## src/hw/nvac_pkg.sv

```systemverilog
// Purpose : Shared constants and types of the data EEPROM access control.
// Assumes : One core instruction cycle per clk_i edge, 100 MHz clock.
// Notes   : Every offset, bit position, cycle count and the data and address reset values live here.
package nvac_pkg;

  // ----------------------------------------------------------------------
  // Register map
  // ----------------------------------------------------------------------
  localparam logic [7:0] FLAGS_OFS  = 8'h0C;
  localparam logic [7:0] DATA_OFS   = 8'h9A;
  localparam logic [7:0] ADDR_OFS   = 8'h9B;
  localparam logic [7:0] CTRL_OFS   = 8'h9C;
  localparam logic [7:0] UNLOCK_OFS = 8'h9D;

  // ----------------------------------------------------------------------
  // Field positions and values
  // ----------------------------------------------------------------------
  localparam int         FLAG_DONE_BIT  = 7;
  localparam int         CTRL_ABORT_BIT = 3;
  localparam int         CTRL_ALLOW_BIT = 2;
  localparam int         CTRL_WR_BIT    = 1;
  localparam int         CTRL_RD_BIT    = 0;
  localparam logic [7:0] UNLOCK_KEY1    = 8'h55;
  localparam logic [7:0] UNLOCK_KEY2    = 8'hAA;
  localparam logic [7:0] ERASED_BYTE    = 8'hFF;
  localparam logic [7:0] DATA_RST       = 8'h00;
  localparam logic [6:0] ADDR_RST       = 7'h00;

  // ----------------------------------------------------------------------
  // Sizes and timing
  // ----------------------------------------------------------------------
  localparam int         ADDR_W          = 7;
  localparam int         DATA_W          = 8;
  localparam int         CLK_PERIOD_NS   = 10;
  localparam int         PWRT_TIME_MS    = 72;
  localparam int         PWRT_CYCLES     = (PWRT_TIME_MS * 1000000 + CLK_PERIOD_NS - 1)
                                           / CLK_PERIOD_NS;
  localparam int         WRITE_CYCLES    = 500;
  localparam logic [2:0] UNLOCK_GAP_CYC  = 3'h2;
  localparam logic [2:0] START_GAP_CYC   = 3'h1;

  // Unlock sequence progress
  typedef enum logic [1:0] {
    UL_IDLE,
    UL_FIRST,
    UL_SECOND
  } nvac_unlock_e;

endpackage

```

## src/hw/nvac_mem_if.sv

```systemverilog
// Purpose : Carries array requests between the controller and the array.
// Assumes : Single clock domain, all signals on clk_i.
// Notes   : start is a one-cycle pulse; done is a one-cycle pulse.
interface nvac_mem_if;
  logic [nvac_pkg::ADDR_W-1:0] rd_addr;
  logic [nvac_pkg::DATA_W-1:0] rd_data;
  logic                        start;
  logic [nvac_pkg::ADDR_W-1:0] wr_addr;
  logic [nvac_pkg::DATA_W-1:0] wr_data;
  logic                        busy;
  logic                        done;

  modport ctrl  (output rd_addr, start, wr_addr, wr_data, input rd_data, busy, done);
  modport array (input rd_addr, start, wr_addr, wr_data, output rd_data, busy, done);
endinterface

```

## src/hw/nvac_top.sv

```systemverilog
// Purpose : Register front end of the data EEPROM: read, unlock, write.
// Assumes : The core issues at most one register access per cycle, and
//           por_i tells a power-up (or brown-out) reset from others.
// Notes   : Register reads answer one cycle after the request.
//           Writes are refused while the power-up timer runs.
//           A reset that cuts a write leaves that byte erased.
//
// Summary of operation
// - Setting read-start puts the addressed byte into the data register next cycle.
// - Data register holds a read byte until another read, a core write or a reset.
// - A write starts only after 55h, then AAh, then write-start in order.
// - The cycle spacing of the unlock sequence must match exactly or no write.
// - Write-start cannot set unless write-allow is already set.
// - Hardware never clears write-allow except on a reset of any kind.
// - Clearing write-allow after start leaves the running write untouched.
// - At write end hardware clears write-start and sets done flag bit 7.
// - Only a core write or a reset clears the done flag.
// - Power-up clears write-allow.
// - No array write starts during the 72 ms power-up timer.
// - Protection fuse at 0 protects data yet core access still works.
// - Unlock port stores nothing; it only takes the unlock writes.
// - Data register resets to zero on every reset.
// - Address register resets to zero; its bit 7 reads zero.
// - Read-start and write-start are set only by core, cleared by hardware.
// - A non-power-up reset during a write sets the abort flag; every reset clears address and data.
// - Reading the unlock port returns zero.
// - Only seven address bits select one of 128 locations.
module nvac_top #(
  parameter int PWRT_CYCLES  = nvac_pkg::PWRT_CYCLES,
  parameter int WRITE_CYCLES = nvac_pkg::WRITE_CYCLES
) (
  input  wire logic       clk_i,
  input  wire logic       rst_i,
  input  wire logic       por_i,
  input  wire logic [7:0] sfr_addr_i,
  input  wire logic       sfr_wr_i,
  input  wire logic [7:0] sfr_wdata_i,
  input  wire logic       sfr_rd_i,
  input  wire logic       data_protect_fuse_i,
  output logic      [7:0] sfr_rdata_o,
  output logic            sfr_rvalid_o,
  output logic            write_busy_o,
  output logic            pwrt_active_o,
  output logic            data_protected_o
);

  // Width of the power-up timer, wide enough to hold its load value
  localparam int PW = $clog2(PWRT_CYCLES + 1);

  // ----------------------------------------------------------------------
  // Elaboration checks
  // ----------------------------------------------------------------------
  // Timer must fit its counter; a zero-length write has no done pulse
  if (PWRT_CYCLES < 1 || PWRT_CYCLES >= (1 << 30)) begin : g_bad_pwrt
    $error("PWRT_CYCLES out of range");
  end
  if (WRITE_CYCLES < 1 || WRITE_CYCLES >= (1 << 20)) begin : g_bad_write
    $error("WRITE_CYCLES out of range");
  end

  // ----------------------------------------------------------------------
  // State
  // ----------------------------------------------------------------------
  typedef struct packed {
    nvac_pkg::nvac_unlock_e      ul;
    logic [2:0]                  ul_cnt;
    logic [nvac_pkg::DATA_W-1:0] data;
    logic [nvac_pkg::ADDR_W-1:0] addr;
    logic                        rd;
    logic                        wr;
    logic                        allow;
    logic                        abort;
    logic                        done;
    logic [PW-1:0]               pwrt;
    logic [7:0]                  rdata;
    logic                        rvalid;
    logic                        fuse_s1;
    logic                        fuse_s2;
  } nvac_top_s;

  // All state in one record; s_d is its next value
  nvac_top_s s_q;
  nvac_top_s s_d;

  // Request path to the array
  nvac_mem_if mem ();

  // Decoded write strobes, the qualified write start and the control read view
  logic       wr_flags;
  logic       wr_data;
  logic       wr_addr;
  logic       wr_ctrl;
  logic       wr_unlock;
  logic       wr_block;
  logic       start_ok;
  logic       start;
  logic [7:0] ctrl_view;

  // ----------------------------------------------------------------------
  // Address decode
  // ----------------------------------------------------------------------
  // Full 8-bit offsets; the bank select is resolved by the core
  assign wr_flags  = sfr_wr_i && (sfr_addr_i == nvac_pkg::FLAGS_OFS);
  assign wr_data   = sfr_wr_i && (sfr_addr_i == nvac_pkg::DATA_OFS);
  assign wr_addr   = sfr_wr_i && (sfr_addr_i == nvac_pkg::ADDR_OFS);
  assign wr_ctrl   = sfr_wr_i && (sfr_addr_i == nvac_pkg::CTRL_OFS);
  assign wr_unlock = sfr_wr_i && (sfr_addr_i == nvac_pkg::UNLOCK_OFS);
  assign wr_block  = wr_data || wr_addr || wr_ctrl || wr_unlock;

  // Upper four control bits are unimplemented and read zero
  assign ctrl_view = {4'h0, s_q.abort, s_q.allow, s_q.wr, s_q.rd};

  // ----------------------------------------------------------------------
  // Write start qualification
  // ----------------------------------------------------------------------
  // Cycle count of the unlock: the second key must land exactly
  // UNLOCK_GAP_CYC cycles after the first, and write-start exactly
  // START_GAP_CYC after the second. An interrupt between steps
  // stretches the spacing, so the attempt is dropped and software
  // must start over from the first key.
  // All interlocks must agree in the cycle the write-start bit is written
  assign start_ok = (s_q.ul == nvac_pkg::UL_SECOND)
                 && (s_q.ul_cnt == nvac_pkg::START_GAP_CYC)
                 && s_q.allow
                 && !s_q.wr
                 && !mem.busy
                 && (s_q.pwrt == '0);
  assign start = wr_ctrl && sfr_wdata_i[nvac_pkg::CTRL_WR_BIT] && start_ok;

  // ----------------------------------------------------------------------
  // Next state
  // ----------------------------------------------------------------------
  always_comb begin
    s_d = s_q;
    if (rst_i) begin
      // Every reset clears the data path; abort flag and power-up
      // timer depend on which kind of reset this is
      s_d.ul     = nvac_pkg::UL_IDLE;
      s_d.ul_cnt = 3'h0;
      s_d.data   = nvac_pkg::DATA_RST;
      s_d.addr   = nvac_pkg::ADDR_RST;
      s_d.rd     = 1'b0;
      s_d.wr     = 1'b0;
      s_d.allow  = 1'b0;
      s_d.done   = 1'b0;
      s_d.rdata  = 8'h00;
      s_d.rvalid = 1'b0;
      // A non-power-up reset that cuts a running write is reported after it
      if (!por_i && s_q.wr) begin
        s_d.abort = 1'b1;
      end else if (por_i) begin
        s_d.abort = 1'b0;
      end
      // Only a power-up rearms the write blocking timer
      if (por_i) begin
        s_d.pwrt = PW'(PWRT_CYCLES);
      end
      s_d.fuse_s1 = 1'b1;
      s_d.fuse_s2 = 1'b1;
    end else begin
      // Fuse pin is static but asynchronous, so resample it
      s_d.fuse_s1 = data_protect_fuse_i;
      s_d.fuse_s2 = s_q.fuse_s1;

      // Power-up timer counts down to zero and stays there
      if (s_q.pwrt != '0) begin
        s_d.pwrt = s_q.pwrt - PW'(1);
      end

      // Unlock spacing counter saturates so late steps never match
      if (s_q.ul_cnt != 3'h7) begin
        s_d.ul_cnt = s_q.ul_cnt + 3'h1;
      end
      unique case (s_q.ul)
        nvac_pkg::UL_IDLE: begin
          s_d.ul = nvac_pkg::UL_IDLE;
        end
        nvac_pkg::UL_FIRST: begin
          if (s_q.ul_cnt > nvac_pkg::UNLOCK_GAP_CYC) begin
            s_d.ul = nvac_pkg::UL_IDLE;
          end
        end
        nvac_pkg::UL_SECOND: begin
          if (s_q.ul_cnt > nvac_pkg::START_GAP_CYC) begin
            s_d.ul = nvac_pkg::UL_IDLE;
          end
        end
        default: begin
          s_d.ul = nvac_pkg::UL_IDLE;
        end
      endcase

      // Any stray block write breaks a sequence in progress
      if (wr_block) begin
        s_d.ul = nvac_pkg::UL_IDLE;
      end

      // Unlock port keeps no value; writes only advance the sequence
      if (wr_unlock) begin
        s_d.ul_cnt = 3'h1;
        if (sfr_wdata_i == nvac_pkg::UNLOCK_KEY1) begin
          s_d.ul = nvac_pkg::UL_FIRST;
        end else if (sfr_wdata_i == nvac_pkg::UNLOCK_KEY2
                     && s_q.ul == nvac_pkg::UL_FIRST
                     && s_q.ul_cnt == nvac_pkg::UNLOCK_GAP_CYC) begin
          s_d.ul = nvac_pkg::UL_SECOND;
        end
      end

      // Read-start lives for one cycle only
      s_d.rd = 1'b0;

      // Plain register writes
      if (wr_data) begin
        s_d.data = sfr_wdata_i;
      end
      if (wr_addr) begin
        s_d.addr = sfr_wdata_i[nvac_pkg::ADDR_W-1:0];
      end

      // Control write: allow and abort are plain, rd and wr set only
      if (wr_ctrl) begin
        s_d.allow = sfr_wdata_i[nvac_pkg::CTRL_ALLOW_BIT];
        s_d.abort = sfr_wdata_i[nvac_pkg::CTRL_ABORT_BIT];
        if (sfr_wdata_i[nvac_pkg::CTRL_RD_BIT]) begin
          s_d.rd   = 1'b1;
          s_d.data = mem.rd_data;
        end
        if (start) begin
          s_d.wr = 1'b1;
        end
      end

      // Done flag: core writes it, completion sets it and wins
      if (wr_flags) begin
        s_d.done = sfr_wdata_i[nvac_pkg::FLAG_DONE_BIT];
      end
      if (mem.done) begin
        s_d.wr   = 1'b0;
        s_d.done = 1'b1;
      end

      // Register read answer, registered for a clean output
      s_d.rvalid = sfr_rd_i;
      s_d.rdata  = 8'h00;
      if (sfr_rd_i) begin
        unique case (sfr_addr_i)
          nvac_pkg::FLAGS_OFS:  s_d.rdata = {s_q.done, 7'h00};
          nvac_pkg::DATA_OFS:   s_d.rdata = s_q.data;
          nvac_pkg::ADDR_OFS:   s_d.rdata = {1'b0, s_q.addr};
          nvac_pkg::CTRL_OFS:   s_d.rdata = ctrl_view;
          nvac_pkg::UNLOCK_OFS: s_d.rdata = 8'h00;
          default:              s_d.rdata = 8'h00;
        endcase
      end
    end
  end

  // ----------------------------------------------------------------------
  // State register
  // ----------------------------------------------------------------------
  always_ff @(posedge clk_i) begin
    s_q <= s_d;
  end

  // ----------------------------------------------------------------------
  // Array
  // ----------------------------------------------------------------------
  // Array latches address and data at start, so a later allow clear,
  // address or data write cannot disturb the running cycle
  assign mem.rd_addr = s_q.addr;
  assign mem.start   = start && !rst_i;
  assign mem.wr_addr = s_q.addr;
  assign mem.wr_data = s_q.data;

  nvac_array #(
    .WRITE_CYCLES (WRITE_CYCLES)
  ) nvac_array_inst (
    .clk_i (clk_i),
    .rst_i (rst_i),
    .mem   (mem)
  );

  // ----------------------------------------------------------------------
  // Outputs
  // ----------------------------------------------------------------------
  // Read answer straight from its flops
  assign sfr_rdata_o      = s_q.rdata;
  assign sfr_rvalid_o     = s_q.rvalid;
  assign write_busy_o     = s_q.wr;
  // Lets software wait out the power-up timer before its first write
  assign pwrt_active_o    = (s_q.pwrt != '0);
  // Protection only bars an external programmer; core access is unchanged
  assign data_protected_o = !s_q.fuse_s2;

endmodule

```

## src/hw/nvac_array.sv

```systemverilog
// Purpose : 128 byte array with self-timed erase-then-program write.
// Assumes : start only arrives while busy is low.
// Notes   : Address and data are latched at start, so the write is
//           immune to later register changes.
module nvac_array #(
  parameter int WRITE_CYCLES = nvac_pkg::WRITE_CYCLES
) (
  input  wire logic clk_i,
  input  wire logic rst_i,
  nvac_mem_if.array mem
);

  localparam int CW = $clog2(WRITE_CYCLES + 1);

  // Timer counter width is bounded; zero cycles would never finish
  if (WRITE_CYCLES < 1 || WRITE_CYCLES >= (1 << 20)) begin : g_bad_write
    $error("WRITE_CYCLES out of range");
  end

  typedef struct packed {
    logic                        busy;
    logic [CW-1:0]               cnt;
    logic [nvac_pkg::ADDR_W-1:0] addr;
    logic [nvac_pkg::DATA_W-1:0] data;
  } nvac_arr_s;

  nvac_arr_s                   s_q;
  nvac_arr_s                   s_d;
  logic [nvac_pkg::DATA_W-1:0] cells [1 << nvac_pkg::ADDR_W];

  // ----------------------------------------------------------------------
  // Write timer
  // ----------------------------------------------------------------------
  // Busy lasts exactly WRITE_CYCLES cycles from the start pulse
  always_comb begin
    s_d = s_q;
    if (rst_i) begin
      s_d = '0;
    end else if (mem.start && !s_q.busy) begin
      s_d.busy = 1'b1;
      s_d.cnt  = CW'(WRITE_CYCLES - 1);
      s_d.addr = mem.wr_addr;
      s_d.data = mem.wr_data;
    end else if (s_q.busy) begin
      if (s_q.cnt == '0) begin
        s_d.busy = 1'b0;
      end else begin
        s_d.cnt = s_q.cnt - CW'(1);
      end
    end
  end

  always_ff @(posedge clk_i) begin
    s_q <= s_d;
  end

  // Erase at start, program at the end; a reset in between leaves the byte erased
  always_ff @(posedge clk_i) begin
    if (mem.start && !s_q.busy && !rst_i) begin
      cells[mem.wr_addr] <= nvac_pkg::ERASED_BYTE;
    end else if (mem.done) begin
      cells[s_q.addr] <= s_q.data;
    end
  end

  assign mem.busy    = s_q.busy;
  assign mem.done    = s_q.busy && (s_q.cnt == '0) && !rst_i;
  assign mem.rd_data = cells[mem.rd_addr];

endmodule

```

## config.mk

```make
export PLATFORM = sky130hd
export DESIGN_NAME = nvac_top
export DESIGN_NICKNAME = d
export VERILOG_FILES = /design/src/hw/nvac_pkg.sv /design/src/hw/nvac_mem_if.sv /design/src/hw/nvac_top.sv /design/src/hw/nvac_array.sv
export SDC_FILE = /design/constraint.sdc
export NUM_CORES = 1
export LEC_CHECK = 0
export BUFFER_PORTS_ARGS = -buffer_cell sky130_fd_sc_hd__buf_2
export CAP_MARGIN = 15
export CORE_ASPECT_RATIO = 0.5
export CORE_MARGIN = 2
export CORE_UTILIZATION = 45
export CTS_BUF_LIST = sky130_fd_sc_hd__clkbuf_4 sky130_fd_sc_hd__clkbuf_8 sky130_fd_sc_hd__clkbuf_16
export CTS_CLUSTER_DIAMETER = 40
export DETAILED_ROUTE_END_ITERATION = 8
export MAX_ROUTING_LAYER = met4
export PLACE_DENSITY_LB_ADDON = 0.1
export RECOVER_POWER = 50
export SKIP_LAST_GASP = 1
export SLEW_MARGIN = 20
export SYNTH_ARGS = -nofsm -noshare
export SYNTH_HDL_FRONTEND = slang
export SYNTH_HIERARCHICAL = 1
export SYNTH_SLANG_ARGS = --single-unit
```

## constraint.sdc

```tcl
create_clock -name clk_i -period 7.5 [get_ports clk_i]
set_clock_uncertainty 0.05 [all_clocks]
set_input_delay 0.75 -clock clk_i [delete_from_list [all_inputs] [get_ports clk_i]]
set_output_delay 0.75 -clock clk_i [all_outputs]
set_load 0.02 [all_outputs]
```

==> impl_metrics.env, run 1 <==
export IMPL_crit_type="register to register"
export IMPL_layout_common_cells="edfxtp_1 (1048), mux4_2 (336), clkbuf_16 (113)"
export IMPL_drtIter0Drc=2366
export IMPL_die_h_um=226
export IMPL_fmax_mhz=170
export IMPL_power_density_mw_per_mm2=246
export IMPL_fill_cells=7681
export IMPL_numPortBuffers=33
export IMPL_cts_root_buf="clkbuf_16"
export IMPL_cts_tree="yes"
export IMPL_num_nets_final=2239
export IMPL_syn_to_final_growth_pct=13.1
export IMPL_clk_latency_ps=700
export IMPL_start_util=0.454
export IMPL_route_detailed_drc=0
export IMPL_cts_hold_buffers=0
export IMPL_grt_pass1_vias=21800
export IMPL_ys_seq_area_frac=0.735
export IMPL_synthCells=2135
export IMPL_leakage_nw=14.3
export IMPL_clk_pin_slew_worst_paths_ps=60
export IMPL_slew_viol_final=443
export IMPL_crit_required_ps=7680
export IMPL_place_congestion=0.844
export IMPL_cp_start_kind="register"
export IMPL_drive_above_1_share=0.317
export IMPL_max_cap_violations=7
export IMPL_dp_cells=3423
export IMPL_num_vias=21800
export IMPL_numClockSinks=1108
export IMPL_final_common_cell="edfxtp_1"
export IMPL_grt_antenna_before_repair=4
export IMPL_cts_htree_levels=3
export IMPL_ant_nets=0
export IMPL_endpoint_kind="register"
export IMPL_fin_crit_sh=0.785
export IMPL_ys_flop_type="edfxtp_1"
export IMPL_worst_pin_slew_ps=2980
export IMPL_status="complete, but fails checks"
export IMPL_fin_cells=3628
export IMPL_wl_um=110000
export IMPL_grt_first_pass_wirelength_um=160000
export IMPL_drtPass1Iterations=5
export IMPL_rows=81
export IMPL_ys_ff_latch=1108
export IMPL_synth_edff_count=1048
export IMPL_async_flop_share=0
export IMPL_dieWidth_um=448
export IMPL_path_max_fanout=71
export IMPL_rsz0062_at_grt="false"
export IMPL_hold_class="primary input to register"
export IMPL_slew_headroom=-0.986
export IMPL_cp_data_arrival_time_ps=6070
export IMPL_yosys_warnings=6
export IMPL_yosysTopAreaCell="edfxtp_1"
export IMPL_violations="max-capacitance violations, max-slew violations"
export IMPL_cts_buffer_depth=3
export IMPL_synth_top_area_share=0.708
export IMPL_dieArea_mm2=0.101
export IMPL_dp_final_hpwl_um=66200
export IMPL_cts_made_buffers=111
export IMPL_grt_overflow_total=0
export IMPL_post_cts_setup_buffers=0
export IMPL_setup_violations_final=0
export IMPL_cts_resized=0
export IMPL_coreArea_mm2=0.0978
export IMPL_synthTopCellsByArea="edfxtp_1 (71%), mux4_2 (17%), dfxtp_1 (2.7%)"
export IMPL_syn_area_mm2=0.0444
export IMPL_antenna_cells=0
export IMPL_ir_drop_uv=191
export IMPL_fin_tns_setup_ps=0
export IMPL_yosysUniqueCellTypes=61
export IMPL_viasPerCell=6.00
export IMPL_syn_num_nets=2166
export IMPL_synth_avg_cell_area_um2=20.8
export IMPL_timing_final_hold_violations=0
export IMPL_wl_per_cell_um=30.3
export IMPL_grt_use_total=0.228
export IMPL_fin_crit_ps=5880
export IMPL_ios=34
export IMPL_grt_max_degree=138
-- critical path, cell delays in order (launching register included) --
cell and delay, ps:
dfxtp_1 430, inv_1 70, ha_1 220, or3b_2 290
or4b_1 1860, or2_4 940, clkbuf_2 1370
-- flip-flops by register name (all words and copies together), names as in the netlist --
signal,flops
sfr_rvalid_o,1
mem.rd_addr,7
nvac_array_inst/mem.busy,1
nvac_array_inst/s_q,24
s_q,31
ctrl_view,3
nvac_array_inst/cells,1024
mem.wr_data,8
sfr_rdata_o,8
write_busy_o,1
-- power by group --
group / switching [W] / internal [W]
sequential: 0.0000132 / 0.00668
combinational: 0.0000492 / 0.0000313
clock: 0.00242 / 0.00318
total: 0.00248 / 0.00989
-- Yosys cell counts (all sizes together) (2+ instances only) --
cell and number:
xor2 8, ha 9, buf 82, nand4 3, o2111ai 3, nor3b 9
or3 11, and2 3, nor4 15, o311ai 3, a22oi 7, a21oi 24
or4 11, or2 12, a2bb2oi 2, mux2 14, nand4b 2, mux2i 41
nor2b 10, o21ai 5, o31ai 7, o41ai 2, a211oi 9, and3 5
nor2 70, clkbuf 54, nand3b 6, nand2b 9, a31oi 3, a32o 3
nand2 45, a22o 2, inv 14, mux4 336, nor3 157, nand3 9
edfxtp 1048, xnor2 7, dfxtp 60
-- worst paths after layout --
kind | endpoint | startpoint | cells after the start | slack [ps]
worst max-delay path | nvac_array_inst/cells[83][4] | nvac_array_inst/s_q[15] | 6 | 1620
worst min-delay path | s_q[1] | data_protect_fuse_i | 2 | 190
worst max register to register | nvac_array_inst/cells[83][4] | nvac_array_inst/s_q[15] | 6 | 1620
worst min register to register | s_q[0] | s_q[1] | 1 | 360
-- cell families after synthesis --
kind of cell,share of synthesized area
muxes,0.187
buffers and inverters,0.0156
and+or+nand+nor,0.0447
AOI/OAI and AO/OA,0.0120
adders and majority gates,0.00253
xor gates and xnor gates,0.00296
DFF,0.735
-- routing by layer --
layer	vias to the layer above	part of all wire	GRT usage
met5	-	0	-
li1	9116	-	-
met3	112	0.078	0.0524
met1	11800	0.47	0.349
met4	0	0.013	0.0342
met2	788	0.44	0.318
-- per-stage QoR --
stage / cell area (um^2) / setup slack, ps / hold WS (ps) / utilization / total power (W)
final: 50200 / 1620 / 189 / 0.514 / 0.0124
after global routing: 50200 / 1230 / 152 / 0.514 / 0.0127
after CTS: 50000 / 2850 / 145 / 0.511 / 0.0125
after detailed placement: 46300 / 2840 / 349 / 0.474 / 0.00690
after global placement: 46200 / 2720 / 350 / 0.473 / 0.00690
after floorplan: 44400 / 3670 / 339 / - / 0.00687
-- area by class of cell --
cell class                      count  area (um^2)  share of cell area
Clock inverter                     78          756              0.0150
Multi-Input combinational cell    876        11500               0.229
Sequential cell                  1108        32700               0.651
Timing Repair Buffer               96          664              0.0132
Clock buffer                      127         2930              0.0584
Inverter                           15         56.3             0.00112
Tap cell                         1328         1660              0.0331
Power figures use the tool's default switching activity.
==> run 2, diff against run 1 <==
==> constraint.sdc (replaced) <==
create_clock -name clk_i -period 5.1 [get_ports clk_i]
set_clock_uncertainty 0.05 [all_clocks]
set_input_delay 0.51 -clock clk_i [delete_from_list [all_inputs] [get_ports clk_i]]
set_output_delay 0.51 -clock clk_i [all_outputs]
set_load 0.02 [all_outputs]
==> impl_metrics.env, run 2 (synthesis results as in run 1) <==
export IMPL_p_seq_frac=0.533
export IMPL_cts_tree="yes"
export IMPL_multi_input_area_mm2=0.0111
export IMPL_endpoint_kind="register"
export IMPL_fin_crit_ps=4580
export IMPL_grt_overflow_total=0
export IMPL_grt_first_pass_wirelength_um=158000
export IMPL_fin_total_pwr_w=0.0185
export IMPL_fmax_mhz=218
export IMPL_intPower_w=0.0148
export IMPL_ff_latch_area_mm2=0.0327
export IMPL_viasPerCell=5.86
export IMPL_cts_resized=0
export IMPL_ios=34
export IMPL_dp_slack_ps=899
export IMPL_cp_start_kind="register"
export IMPL_grt_use_total=0.226
export IMPL_p_comb_frac=0.007
export IMPL_ir_drop_uv=237
export IMPL_post_cts_setup_buffers=0
export IMPL_numClockSinks=1108
export IMPL_worst_path_largest_cell_delay_ps=1430
export IMPL_route_detailed_drc=0
export IMPL_start_util=0.454
export IMPL_cp_data_arrival_time_ps=5000
export IMPL_worst_pin_slew_ps=2540
export IMPL_rows=81
export IMPL_layout_common_cells="edfxtp_1 (1048), mux4_2 (336), nor3_1 (157)"
export IMPL_wl_um=109000
export IMPL_grt_pass1_vias=21900
export IMPL_path_cells="buf_4, mux4_2, mux4_2, mux4_2, mux2_1, nor2_1, a211oi_1"
export IMPL_power_density_mw_per_mm2=362
export IMPL_grt_max_degree=85
export IMPL_syn_to_final_growth_pct=14.7
export IMPL_power_frac_clock=0.460
export IMPL_ant_nets=0
export IMPL_cp_common_cell="mux4_2"
export IMPL_min_from="sfr_wdata_i[3]"
export IMPL_path_max_fanout=50
export IMPL_fin_tns_setup_ps=0
export IMPL_drive_above_1_share=0.306
export IMPL_r2r_setup_slack_ps=520
export IMPL_final_common_cell="edfxtp_1"
export IMPL_hold_class="primary input to register"
export IMPL_path_delay_family="multiplexers"
export IMPL_drtIter0Drc=2281
export IMPL_num_vias=22100
export IMPL_crit_type="register to register"
export IMPL_hold_path_depth=3
export IMPL_switching_share=0.198
export IMPL_slew_headroom=-0.695
export IMPL_clk_latency_ps=710
export IMPL_max_cap_violations=2
export IMPL_largest_reg_flops=1024
export IMPL_clk_pin_slew_worst_paths_ps=60
export IMPL_cts_htree_levels=3
export IMPL_p_sw_w=0.00366
export IMPL_num_nets_final=2379
export IMPL_status="complete, but fails checks"
export IMPL_reg_top3="nvac_array_inst/cells x1024, s_q x31, nvac_array_inst/s_q x24"
export IMPL_setup_violations_final=0
export IMPL_cts_root_buf="clkbuf_16"
export IMPL_regToRegStartpoint="mem.rd_addr[2]"
export IMPL_largest_register="nvac_array_inst/cells"
export IMPL_fill_cells=7708
export IMPL_coreArea_mm2=0.0978
export IMPL_leakage_nw=15.0
export IMPL_reg2reg_depth=7
export IMPL_r2r_end="mem.wr_data[1]"
export IMPL_fin_crit_sh=0.899
export IMPL_numPortBuffers=33
export IMPL_cts_made_buffers=109
export IMPL_die_h_um=226
export IMPL_hold_end="mem.rd_addr[3]"
export IMPL_violations="max-capacitance violations, max-slew violations"
export IMPL_dieArea_mm2=0.101
export IMPL_drtPass1Iterations=5
export IMPL_slew_viol_final=107
export IMPL_dieWidth_um=448
export IMPL_slowest_stage="dfxtp_2"
export IMPL_grt_antenna_before_repair=5
export IMPL_dp_final_hpwl_um=69000
export IMPL_post_route_util=0.521
export IMPL_wl_per_cell_um=29.0
export IMPL_place_congestion=0.823
export IMPL_finalWorstSetupSlack_ps=517
export IMPL_crit_buf_inv=1
export IMPL_timing_final_hold_violations=0
export IMPL_crit_required_ps=5510
export IMPL_rsz0062_at_grt="false"
export IMPL_cts_buffer_depth=3
-- run 2: through the flow --
| stage | instances | cell area [um^2] | hold slack, ps |
|---|---|---|---|
| floorplan | 2135 | 44400 | 339 |
| global placement | 3561 | 47300 | 352 |
| detailed placement | 3563 | 47400 | 355 |
| CTS | 3767 | 51200 | 13.3 |
| global route | 3769 | 51000 | 47.3 |
| finish | 3770 | 51000 | 57.0 |
-- run 2: per-layer routing --
layer / GRT usage / share of wire / up-vias
li1: - / - / 9407
met1: 0.334 / 0.47 / 11900
met2: 0.313 / 0.44 / 666
met3: 0.0678 / 0.081 / 109
met4: 0.0375 / 0.013 / 0
met5: - / 0 / -
-- run 2: power by group through the flow --
stage | combinational [W] | clock, W | sequential (W)
floorplan | 0.0000786 | 0 | 0.0100
global placement | 0.000119 | 0 | 0.0100
detailed placement | 0.000120 | 0 | 0.0100
CTS | 0.000122 | 0.00867 | 0.00983
global route | 0.000132 | 0.00903 | 0.00983
finish | 0.000121 | 0.00849 | 0.00984
-- run 2: tightest hold or removal path, cell delays in order --
cell and delay, ps:
buf_2 120, mux2i_1 70, nor2_1 70
-- run 2: what timing repair did --
action / 4_1_cts / 5_1_grt
setup endpoints to repair: 0 / 0
hold endpoints to repair: 2 / 0
hold buffers: 2 / 0
-- run 2: worst max path at each step --
| stage | from | slack (ps) | cells after the start | endpoint |
|---|---|---|---|---|
| floorplan | s_q[29] | 1270 | 9 | nvac_array_inst/cells[81][0] |
| global placement | s_q[29] | 970 | 10 | nvac_array_inst/cells[26][1] |
| detailed placement | s_q[29] | 900 | 9 | nvac_array_inst/cells[85][1] |
| CTS | s_q[29] | 870 | 9 | nvac_array_inst/cells[85][4] |
| global route | mem.rd_addr[2] | 390 | 7 | mem.wr_data[1] |
| finish | mem.rd_addr[2] | 520 | 7 | mem.wr_data[1] |
-- run 2: layout make-up --
| cell class | instances | share of cell area |
|---|---|---|
| sequential | 1108 | 0.641 |
| multi-input combinational | 876 | 0.218 |
| clock buffer | 124 | 0.0568 |
| tap | 1328 | 0.0326 |
| timing repair buffer | 238 | 0.0323 |
| clock inverter | 78 | 0.0179 |
| inverter | 15 | 0.00110 |
| antenna | 3 | 0.000147 |
